==> config.mk <==
export PLATFORM = sky130hd
export DESIGN_NAME = crm_core_regs
export DESIGN_NICKNAME = d
export VERILOG_FILES = /design/src/rtl/crm_pkg.sv /design/src/rtl/crm_core_regs.sv /design/src/rtl/crm_gpr_mem.sv
export VERILOG_INCLUDE_DIRS = /design/src /design/src/rtl
export SDC_FILE = /design/constraint.sdc
export NUM_CORES = 2
export LEC_CHECK = 0
export BUFFER_PORTS_ARGS = -buffer_cell sky130_fd_sc_hd__buf_2
export CORE_ASPECT_RATIO = 0.8
export CORE_UTILIZATION = 45
export DETAILED_ROUTE_END_ITERATION = 8
export PLACE_DENSITY_LB_ADDON = 0.3
export SLEW_MARGIN = 20
export SYNTH_ARGS = -nofsm -noshare
export SYNTH_HDL_FRONTEND = slang
export SYNTH_SLANG_ARGS = --single-unit
==> constraint.sdc <==
create_clock -name clk -period 4.5 [get_ports clk]
set_clock_uncertainty 0.1 [all_clocks]
set_input_delay 0 -clock clk [delete_from_list [all_inputs] [get_ports clk]]
set_output_delay 0 -clock clk [all_outputs]
set_load 0.05 [all_outputs]
==> src/rtl/crm_regs.svh <==
`ifndef CRM_REGS_SVH
`define CRM_REGS_SVH

// Word indices on the register port.
`define CRM_IDX_PROG_CNT 4'h0
`define CRM_IDX_ACCUM 4'h1
`define CRM_IDX_TEMP_ACC 4'h2
`define CRM_IDX_INDEX 4'h3
`define CRM_IDX_EXTRA 4'h4
`define CRM_IDX_STACK 4'h5
`define CRM_IDX_STATUS 4'h6
// Indices 8 to 15 reach the eight general-purpose bytes of the active bank.
`define CRM_IDX_GPR_BIT 3

// Field positions inside the program status word.
`define CRM_FLAG_CARRY 0
`define CRM_FLAG_OVFL 1
`define CRM_FLAG_ZERO 2
`define CRM_FLAG_NEG 3
`define CRM_IL_LSB 4
`define CRM_IL_MSB 5
`define CRM_FLAG_IEN 6
`define CRM_FLAG_HALF 7
`define CRM_BANK_LSB 8
`define CRM_BANK_MSB 11
`define CRM_IL_NONE 2'h3

// Reset values.
`define CRM_PROG_CNT_RST 16'h0000
`define CRM_STATUS_RST 16'h0000
`define CRM_REG_RST 16'h0000

// Address map of the 64 Kbyte space.
`define CRM_IO_TOP 16'h0080
`define CRM_PROG_BASE 16'h8000
`define CRM_GPR_AREA 16'h0100

// General-purpose register memory: 16 banks of 8 bytes.
`define CRM_MEM_AW 7
`define CRM_MEM_DW 8

`endif

==> src/rtl/crm_pkg.sv <==
package crm_pkg;

    // Operations the datapath may ask of the accumulator pair.
    typedef enum logic [2:0] {
        OP_ADD,
        OP_ADDC,
        OP_SUB,
        OP_SUBC,
        OP_SHL,
        OP_SHR
    } crm_alu_op_t;

    // One arithmetic request; the result replaces the accumulator, or only its low byte when wide is clear.
    typedef struct packed {
        logic valid;
        logic wide;
        crm_alu_op_t op;
    } crm_alu_req_t;

    // A direct load of one dedicated register by the datapath.
    typedef struct packed {
        logic valid;
        logic [3:0] sel;
        logic [15:0] data;
    } crm_load_t;

    // The dedicated registers as one bundle.
    typedef struct packed {
        logic [15:0] progCnt;
        logic [15:0] accum;
        logic [15:0] tempAcc;
        logic [15:0] indexReg;
        logic [15:0] extraPtr;
        logic [15:0] stackPtr;
        logic [15:0] progStatus;
    } crm_regs_t;

endpackage : crm_pkg

==> src/rtl/crm_core_regs.sv <==
// Implementation choices: the placing of the registers and strobed register access.
`timescale 1ns/1ns
`include "crm_regs.svh"

module crm_core_regs #(
    parameter logic [15:0] PROG_BASE = `CRM_PROG_BASE
) (
    input wire logic clk,
    input wire logic rst,
    input wire logic [3:0] regAddr,
    input wire logic [15:0] regWdata,
    input wire logic regWr,
    input wire logic regRd,
    output logic [15:0] regRdata,
    input wire crm_pkg::crm_alu_req_t aluReq,
    input wire crm_pkg::crm_load_t loadReq,
    input wire logic countUp,
    input wire logic [15:0] memAddr,
    input wire logic irqReq,
    input wire logic [1:0] irqLevel,
    output crm_pkg::crm_regs_t regsOut,
    output logic [15:0] gprBase,
    output logic irqAccept,
    output logic areaIo,
    output logic areaData,
    output logic areaProg
);

    logic [15:0] progCnt_q;
    logic [15:0] accum_q;
    logic [15:0] accum_d;
    logic [15:0] tempAcc_q;
    logic [15:0] indexReg_q;
    logic [15:0] extraPtr_q;
    logic [15:0] stackPtr_q;
    logic [15:0] status_q;
    logic [15:0] statusAlu;
    logic [15:0] ddRdata_q;
    logic rdGpr_q;
    logic [15:0] gprBase_q;
    logic irqAccept_q;
    logic areaIo_q;
    logic areaData_q;
    logic areaProg_q;
    logic [`CRM_MEM_DW-1:0] memRdata;
    logic [3:0] bank;
    logic gprHit;
    logic aluTake;
    logic [15:0] opA;
    logic [15:0] opB;
    logic [16:0] res17;
    logic [4:0] half5;
    logic carryIn;
    logic signA;
    logic signB;
    logic signR;

    // A bus write or a datapath load to the given index this cycle.
    function automatic logic busWrHit(input logic [3:0] idx);
        busWrHit = regWr && (regAddr == idx);
    endfunction : busWrHit

    function automatic logic loadHit(input logic [3:0] idx);
        loadHit = loadReq.valid && (loadReq.sel == idx);
    endfunction : loadHit

    ////////////////////////////////////////////////////////////////////////////
    // Register port decode; the bus outranks the datapath so software can
    // always repair state, at the cost of dropping a colliding update.
    assign bank = status_q[`CRM_BANK_MSB:`CRM_BANK_LSB];
    assign gprHit = regAddr[`CRM_IDX_GPR_BIT];
    assign aluTake = aluReq.valid && !busWrHit(`CRM_IDX_ACCUM) && !loadHit(`CRM_IDX_ACCUM);

    ////////////////////////////////////////////////////////////////////////////
    // Accumulator arithmetic on the low byte or on the full word.
    always_comb begin
        opA = aluReq.wide ? accum_q : {8'h00, accum_q[7:0]};
        opB = aluReq.wide ? tempAcc_q : {8'h00, tempAcc_q[7:0]};
        carryIn = status_q[`CRM_FLAG_CARRY];
        res17 = '0;
        half5 = '0;
        statusAlu = status_q;
        unique case (aluReq.op)
            crm_pkg::OP_ADD, crm_pkg::OP_ADDC: begin
                if (aluReq.op == crm_pkg::OP_ADD) begin
                    carryIn = 1'b0;
                end
                res17 = {1'b0, opA} + {1'b0, opB} + {16'h0000, carryIn};
                half5 = {1'b0, opA[3:0]} + {1'b0, opB[3:0]} + {4'h0, carryIn};
            end
            crm_pkg::OP_SUB, crm_pkg::OP_SUBC: begin
                if (aluReq.op == crm_pkg::OP_SUB) begin
                    carryIn = 1'b0;
                end
                res17 = {1'b0, opA} - {1'b0, opB} - {16'h0000, carryIn};
                half5 = {1'b0, opA[3:0]} - {1'b0, opB[3:0]} - {4'h0, carryIn};
            end
            crm_pkg::OP_SHL: begin
                res17 = {1'b0, opA[14:0], carryIn};
            end
            crm_pkg::OP_SHR: begin
                if (aluReq.wide) begin
                    res17 = {1'b0, carryIn, opA[15:1]};
                end else begin
                    res17 = {9'h000, carryIn, opA[7:1]};
                end
            end
        endcase
        signA = aluReq.wide ? opA[15] : opA[7];
        signB = aluReq.wide ? opB[15] : opB[7];
        signR = aluReq.wide ? res17[15] : res17[7];
        statusAlu[`CRM_FLAG_NEG] = signR;
        if (aluReq.wide) begin
            statusAlu[`CRM_FLAG_ZERO] = (res17[15:0] == 16'h0000);
        end else begin
            statusAlu[`CRM_FLAG_ZERO] = (res17[7:0] == 8'h00);
        end
        if (aluReq.op == crm_pkg::OP_SHL) begin
            statusAlu[`CRM_FLAG_CARRY] = signA;
        end else if (aluReq.op == crm_pkg::OP_SHR) begin
            statusAlu[`CRM_FLAG_CARRY] = opA[0];
        end else begin
            statusAlu[`CRM_FLAG_CARRY] = aluReq.wide ? res17[16] : res17[8];
            statusAlu[`CRM_FLAG_HALF] = half5[4];
            if (aluReq.op == crm_pkg::OP_ADD || aluReq.op == crm_pkg::OP_ADDC) begin
                statusAlu[`CRM_FLAG_OVFL] = (signA == signB) && (signR != signA);
            end else begin
                statusAlu[`CRM_FLAG_OVFL] = (signA != signB) && (signR != signA);
            end
        end
        if (aluReq.wide) begin
            accum_d = res17[15:0];
        end else begin
            accum_d = {accum_q[15:8], res17[7:0]};
        end
    end

    ////////////////////////////////////////////////////////////////////////////
    // Program counter: bus, then load, then increment.
    always_ff @(posedge clk or posedge rst) begin
        if (rst) begin
            progCnt_q <= `CRM_PROG_CNT_RST;
        end else if (busWrHit(`CRM_IDX_PROG_CNT)) begin
            progCnt_q <= regWdata;
        end else if (loadHit(`CRM_IDX_PROG_CNT)) begin
            progCnt_q <= loadReq.data;
        end else if (countUp) begin
            progCnt_q <= progCnt_q + 16'h0001;
        end
    end

    // Accumulator pair.
    always_ff @(posedge clk or posedge rst) begin
        if (rst) begin
            accum_q <= `CRM_REG_RST;
            tempAcc_q <= `CRM_REG_RST;
        end else begin
            if (busWrHit(`CRM_IDX_ACCUM)) begin
                accum_q <= regWdata;
            end else if (loadHit(`CRM_IDX_ACCUM)) begin
                accum_q <= loadReq.data;
            end else if (aluTake) begin
                accum_q <= accum_d;
            end
            if (busWrHit(`CRM_IDX_TEMP_ACC)) begin
                tempAcc_q <= regWdata;
            end else if (loadHit(`CRM_IDX_TEMP_ACC)) begin
                tempAcc_q <= loadReq.data;
            end
        end
    end

    // Address pointers.
    always_ff @(posedge clk or posedge rst) begin
        if (rst) begin
            indexReg_q <= `CRM_REG_RST;
            extraPtr_q <= `CRM_REG_RST;
            stackPtr_q <= `CRM_REG_RST;
        end else begin
            if (busWrHit(`CRM_IDX_INDEX)) begin
                indexReg_q <= regWdata;
            end else if (loadHit(`CRM_IDX_INDEX)) begin
                indexReg_q <= loadReq.data;
            end
            if (busWrHit(`CRM_IDX_EXTRA)) begin
                extraPtr_q <= regWdata;
            end else if (loadHit(`CRM_IDX_EXTRA)) begin
                extraPtr_q <= loadReq.data;
            end
            if (busWrHit(`CRM_IDX_STACK)) begin
                stackPtr_q <= regWdata;
            end else if (loadHit(`CRM_IDX_STACK)) begin
                stackPtr_q <= loadReq.data;
            end
        end
    end

    // Program status; reset leaves interrupts disabled.
    always_ff @(posedge clk or posedge rst) begin
        if (rst) begin
            status_q <= `CRM_STATUS_RST;
        end else if (busWrHit(`CRM_IDX_STATUS)) begin
            status_q <= regWdata;
        end else if (loadHit(`CRM_IDX_STATUS)) begin
            status_q <= loadReq.data;
        end else if (aluTake) begin
            status_q <= statusAlu;
        end
    end

    ////////////////////////////////////////////////////////////////////////////
    // Interrupt admission against the enable bit and the level field.
    always_ff @(posedge clk or posedge rst) begin
        if (rst) begin
            irqAccept_q <= 1'b0;
        end else begin
            irqAccept_q <= irqReq && status_q[`CRM_FLAG_IEN]
                && (status_q[`CRM_IL_MSB:`CRM_IL_LSB] != `CRM_IL_NONE)
                && (irqLevel < status_q[`CRM_IL_MSB:`CRM_IL_LSB]);
        end
    end

    // Area decode of a memory address and the base of the active bank.
    always_ff @(posedge clk or posedge rst) begin
        if (rst) begin
            areaIo_q <= 1'b0;
            areaData_q <= 1'b0;
            areaProg_q <= 1'b0;
            gprBase_q <= `CRM_GPR_AREA;
        end else begin
            areaIo_q <= (memAddr < `CRM_IO_TOP);
            areaData_q <= (memAddr >= `CRM_IO_TOP) && (memAddr < PROG_BASE);
            areaProg_q <= (memAddr >= PROG_BASE);
            gprBase_q <= `CRM_GPR_AREA + {9'h000, bank, 3'b000};
        end
    end

    ////////////////////////////////////////////////////////////////////////////
    // Read data of the dedicated registers; zero outside the answer cycle.
    always_ff @(posedge clk or posedge rst) begin
        if (rst) begin
            ddRdata_q <= '0;
            rdGpr_q <= 1'b0;
        end else begin
            rdGpr_q <= regRd && gprHit;
            ddRdata_q <= '0;
            if (regRd && !gprHit) begin
                unique case (regAddr)
                    `CRM_IDX_PROG_CNT: ddRdata_q <= progCnt_q;
                    `CRM_IDX_ACCUM: ddRdata_q <= accum_q;
                    `CRM_IDX_TEMP_ACC: ddRdata_q <= tempAcc_q;
                    `CRM_IDX_INDEX: ddRdata_q <= indexReg_q;
                    `CRM_IDX_EXTRA: ddRdata_q <= extraPtr_q;
                    `CRM_IDX_STACK: ddRdata_q <= stackPtr_q;
                    `CRM_IDX_STATUS: ddRdata_q <= status_q;
                    default: ddRdata_q <= '0;
                endcase
            end
        end
    end

    // The bank pointer picks which eight bytes the upper indices reach.
    crm_gpr_mem u_gpr_mem (
        .clk(clk),
        .rst(rst),
        .addr({bank, regAddr[2:0]}),
        .wrData(regWdata[7:0]),
        .wrEn(regWr && gprHit),
        .rdEn(regRd && gprHit),
        .rdData(memRdata)
    );

    assign regRdata = rdGpr_q ? {8'h00, memRdata} : ddRdata_q;
    assign regsOut = '{progCnt_q, accum_q, tempAcc_q, indexReg_q, extraPtr_q,
                       stackPtr_q, status_q};
    assign gprBase = gprBase_q;
    assign irqAccept = irqAccept_q;
    assign areaIo = areaIo_q;
    assign areaData = areaData_q;
    assign areaProg = areaProg_q;
endmodule : crm_core_regs

==> src/rtl/crm_gpr_mem.sv <==
`timescale 1ns/1ns
`include "crm_regs.svh"

module crm_gpr_mem (
    input wire logic clk,
    input wire logic rst,
    input wire logic [`CRM_MEM_AW-1:0] addr,
    input wire logic [`CRM_MEM_DW-1:0] wrData,
    input wire logic wrEn,
    input wire logic rdEn,
    output logic [`CRM_MEM_DW-1:0] rdData
);

    logic [`CRM_MEM_DW-1:0] mem [0:(1<<`CRM_MEM_AW)-1];
    logic [`CRM_MEM_DW-1:0] rdData_q;

    ////////////////////////////////////////////////////////////////////////////
    // The array has no reset, so bank contents are unknown until written.
    always_ff @(posedge clk) begin
        if (wrEn) begin
            mem[addr] <= wrData;
        end
    end

    // Read data are zero in every cycle that does not follow a read.
    always_ff @(posedge clk or posedge rst) begin
        if (rst) begin
            rdData_q <= '0;
        end else if (rdEn) begin
            rdData_q <= mem[addr];
        end else begin
            rdData_q <= '0;
        end
    end

    assign rdData = rdData_q;

endmodule : crm_gpr_mem

==> results.toml <==
[finish]
regArea_sq_um = 34400
area_growth_pct = 14.7
final_util_pct = 52.4
fin_cells = 4855
final_cell_mix = "edfxtp_1, mux4_2, nor2_1, mux2i_1, buf_2"
fillCellCount = 8779
multi_input_comb_area_sq_um = 14500
fin_nets = 3447
layout_commonest_cell = "edfxtp_1"
drive_above_1_share_pct = 21.8

[power_and_ir_drop]
netSwitchingFraction_pct = 31.0
internal_power_mw = 19.1
pwr-share-seq_pct = 45.9
worst_ir_drop_vdd_mv = 0.340
pwr-share-comb_pct = 21.0
leakagePower_nw = 19.8
power.share.clock_pct = 33.1
power_density_nw_per_um2 = 484
p_switching_mw = 8.56

[clock_network]
cts_tree = "done"
clk_path_buf_depth = 3
cts_setup_buffers = 0
cts_made_buffers = 111
cts.clk_slew.worst_paths_ns = 0.07
clock_tree.root_cell = "clkbuf_16"
htreeDepth = 3
clkLatencyLatePin_ns = 0.72
cts_sinks = 1169

[floorplanning]
die_w_microns = 374
rows = 108
die_area_sq_um = 112000
initial_utilization_pct = 45.7
top_level_ports = 218
core_sq_um = 109000
fp.dieH_microns = 300

[logic_synthesis]
seq_area_frac_synth_pct = 69.0
async_flop_share_pct = 12.4
synth_area_sq_um = 49800
ys_warn_count = 0
ys_ff_latch = 1169
netlist_instances = 3009
yosysUniqueCellTypes = 70
yosys.area.top_type = "edfxtp_1"
avgSynthCellArea_sq_um = 16.6
synth.top_cell.area_share_pct = 61.7
synth_edf_count = 1024
ys.flop_type = "edfxtp_1"
synth.area.top_cells = "edfxtp_1, mux4_2, dfrtp_1"

[sta]
worst_pin_slew_ns = 1.12
rsz0062_at_grt = "no"
hold_viol = 0
timing.fmax_mhz = 228
whs_ns = 0.0967
max_slew_margin_pct = 25.7
setup_violations = 0
period_needed_ns = 4.39
maxSlewViolCount = 0
period_share_pct = 97.6
fin_setup_tns_ns = 0

[critical_path]
crit_buf_inv = 1
crit_family = "compound AO/OA/AOI/OAI gates"
worst_path_most_repeated_cell = "fa_1"
worstSetupPathType = "reg2reg"
slowest_delay_ns = 0.58
end_kind = "flip-flop"
cp_cell_sequence = "o31ai_1 > fa_1 > fa_1 > nand2b_1 > a211o_1 > a31o_2 > a21oi_1 > xor2_1 > o211ai_1 > nor2_1 > or3_1 > a31oi_1 > dlygate4sd3_1"
arrival_ns = 4.94
cp_slowest_cell = "dfrtp_1"
start_kind = "flip-flop"
worstPathRequired_ns = 5.05
crit_path_max_fanout = 8

[placed_design]
io_buffers = 198
routabilityCongestion = 0.948
dp_hpwl_microns = 83900
place_inst = 4559

[global_route]
grt_overflow = 0
grt_start_max_net_pins = 93
grt_pass1_vias = 28700
grt_usage_pct = 23.4
antenna_found_initial = 3
grt_pass1_wl_microns = 193000

[detailed_routing]
wl_per_cell_microns = 27.0
drc = 0
drt_iter0_markers = 3561
ant_nets = 0
dr.pass1.iters = 8
vias = 29400
drt_wl_total_microns = 131000
avgViaCountPerCell = 6.06

[min_path]
min-delay-path-class = "in2reg"

[run]
drv_cap = 0

[status]
outcome = "complete, no violations"
## power by group through the flow
stage               combinational, mW  sequential [mW]  clock, mW
global route                     6.20             12.7       9.67
floorplan                        2.80             13.7          0
global placement                 5.59             12.9          0
finish                           5.80             12.7       9.14
detailed placement               5.61             12.9          0
CTS                              5.73             12.7       9.28
## registers in the layout, indices dropped and copies added (netlist names), 4 cells and up
signal / flops
accum_q: 16
ddRdata_q: 16
extraPtr_q: 16
gprBase: 4
indexReg_q: 16
progCnt_q: 16
stackPtr_q: 16
status_q: 16
tempAcc_q: 16
u_gpr_mem.mem: 1024
u_gpr_mem.rdData: 8
## final timing paths
check / start / to / slack (ns) / cells past startpoint
setup / recovery: status_q[0] / accum_q[12] / 0.11 / 13
hold / removal: regWdata[15] / tempAcc_q[15] / 0.1 / 4
setup reg to reg: status_q[0] / accum_q[12] / 0.11 / 13
hold reg to reg: accum_q[9] / accum_q[9] / 0.46 / 2
max in group asynchronous: rst / status_q[11] / 2.67 / 5
min in group asynchronous: rst / areaProg / 0.45 / 4
## tightest hold or removal path: stages
cell	delay [ns]
dlygate4sd3_1	0.53
buf_2	0.21
nand2_1	0.08
o21ai_0	0.07
## cell families (layout without fill, tap and decap cells)
group                    after synthesis  after routing  share of synthesized area, %
flip-flops                          1169           1169                          69.0
AND/OR/NAND/NOR                      578            578                          5.14
multiplexers                         468            468                          15.9
AO/OA/AOI/OAI                        459            459                          5.99
buffers and inverters                249            653                          2.05
adder cells (fa/ha/maj)               53             53                          1.39
XOR/XNOR                              31             31                         0.545
other                                  2             14                        0.0151
## metrics by stage
stage	setup slack, ns	cell area (sq um)	power, mW
floorplan	0.505	49900	16.5
global placement	0.688	52800	18.5
detailed placement	0.667	52800	18.5
CTS	0.160	57100	27.7
global route	0.00799	57100	28.6
finish	0.110	57100	27.6
## area by class of cell
type,instances,area share [%]
diodes,2,0.00876
clock buffers,144,5.15
clock inverters,68,1.03
inverters,62,0.416
multi-input cells,1601,25.4
flip-flops and latches,1169,60.2
well taps,1430,3.13
repair buffers,379,4.71
## metal layers
| metal | part of all wire [%] | vias up | global-route usage [%] |
|---|---|---|---|
| li1 | - | 12600 | - |
| met2 | 45 | 1417 | 34.8 |
| met3 | 9.3 | 237 | 4.89 |
| met1 | 43 | 15200 | 34.6 |
| met5 | 0.0076 | - | 0 |
| met4 | 3.0 | 2 | 7.30 |
## synthesized netlist by cell type (12+ instances only)
cell / n
a22oi_1: 34
nor2_1: 239
and2_1: 14
nand2_1: 173
xor2_1: 14
o21ai_0: 117
nor3_1: 28
nand2b_1: 15
dfrtp_1: 145
edfxtp_1: 1024
mux2i_1: 201
a31oi_1: 38
and3_1: 12
o22ai_1: 86
mux4_2: 256
a21oi_1: 64
clkbuf_1: 122
buf_4: 12
buf_1: 19
inv_1: 62
xnor2_1: 17
buf_2: 34
nand3_1: 29
a222oi_1: 18
nor2b_1: 19
a211oi_1: 22
ha_1: 49
## what timing repair did
item	in CTS	in global routing
resized for setup	0	1
hold buffers	82	0
endpoints found under the setup margin	0	1
hold endpoints to repair	756	0
Note: power is estimated with default switching activity, not from simulation.
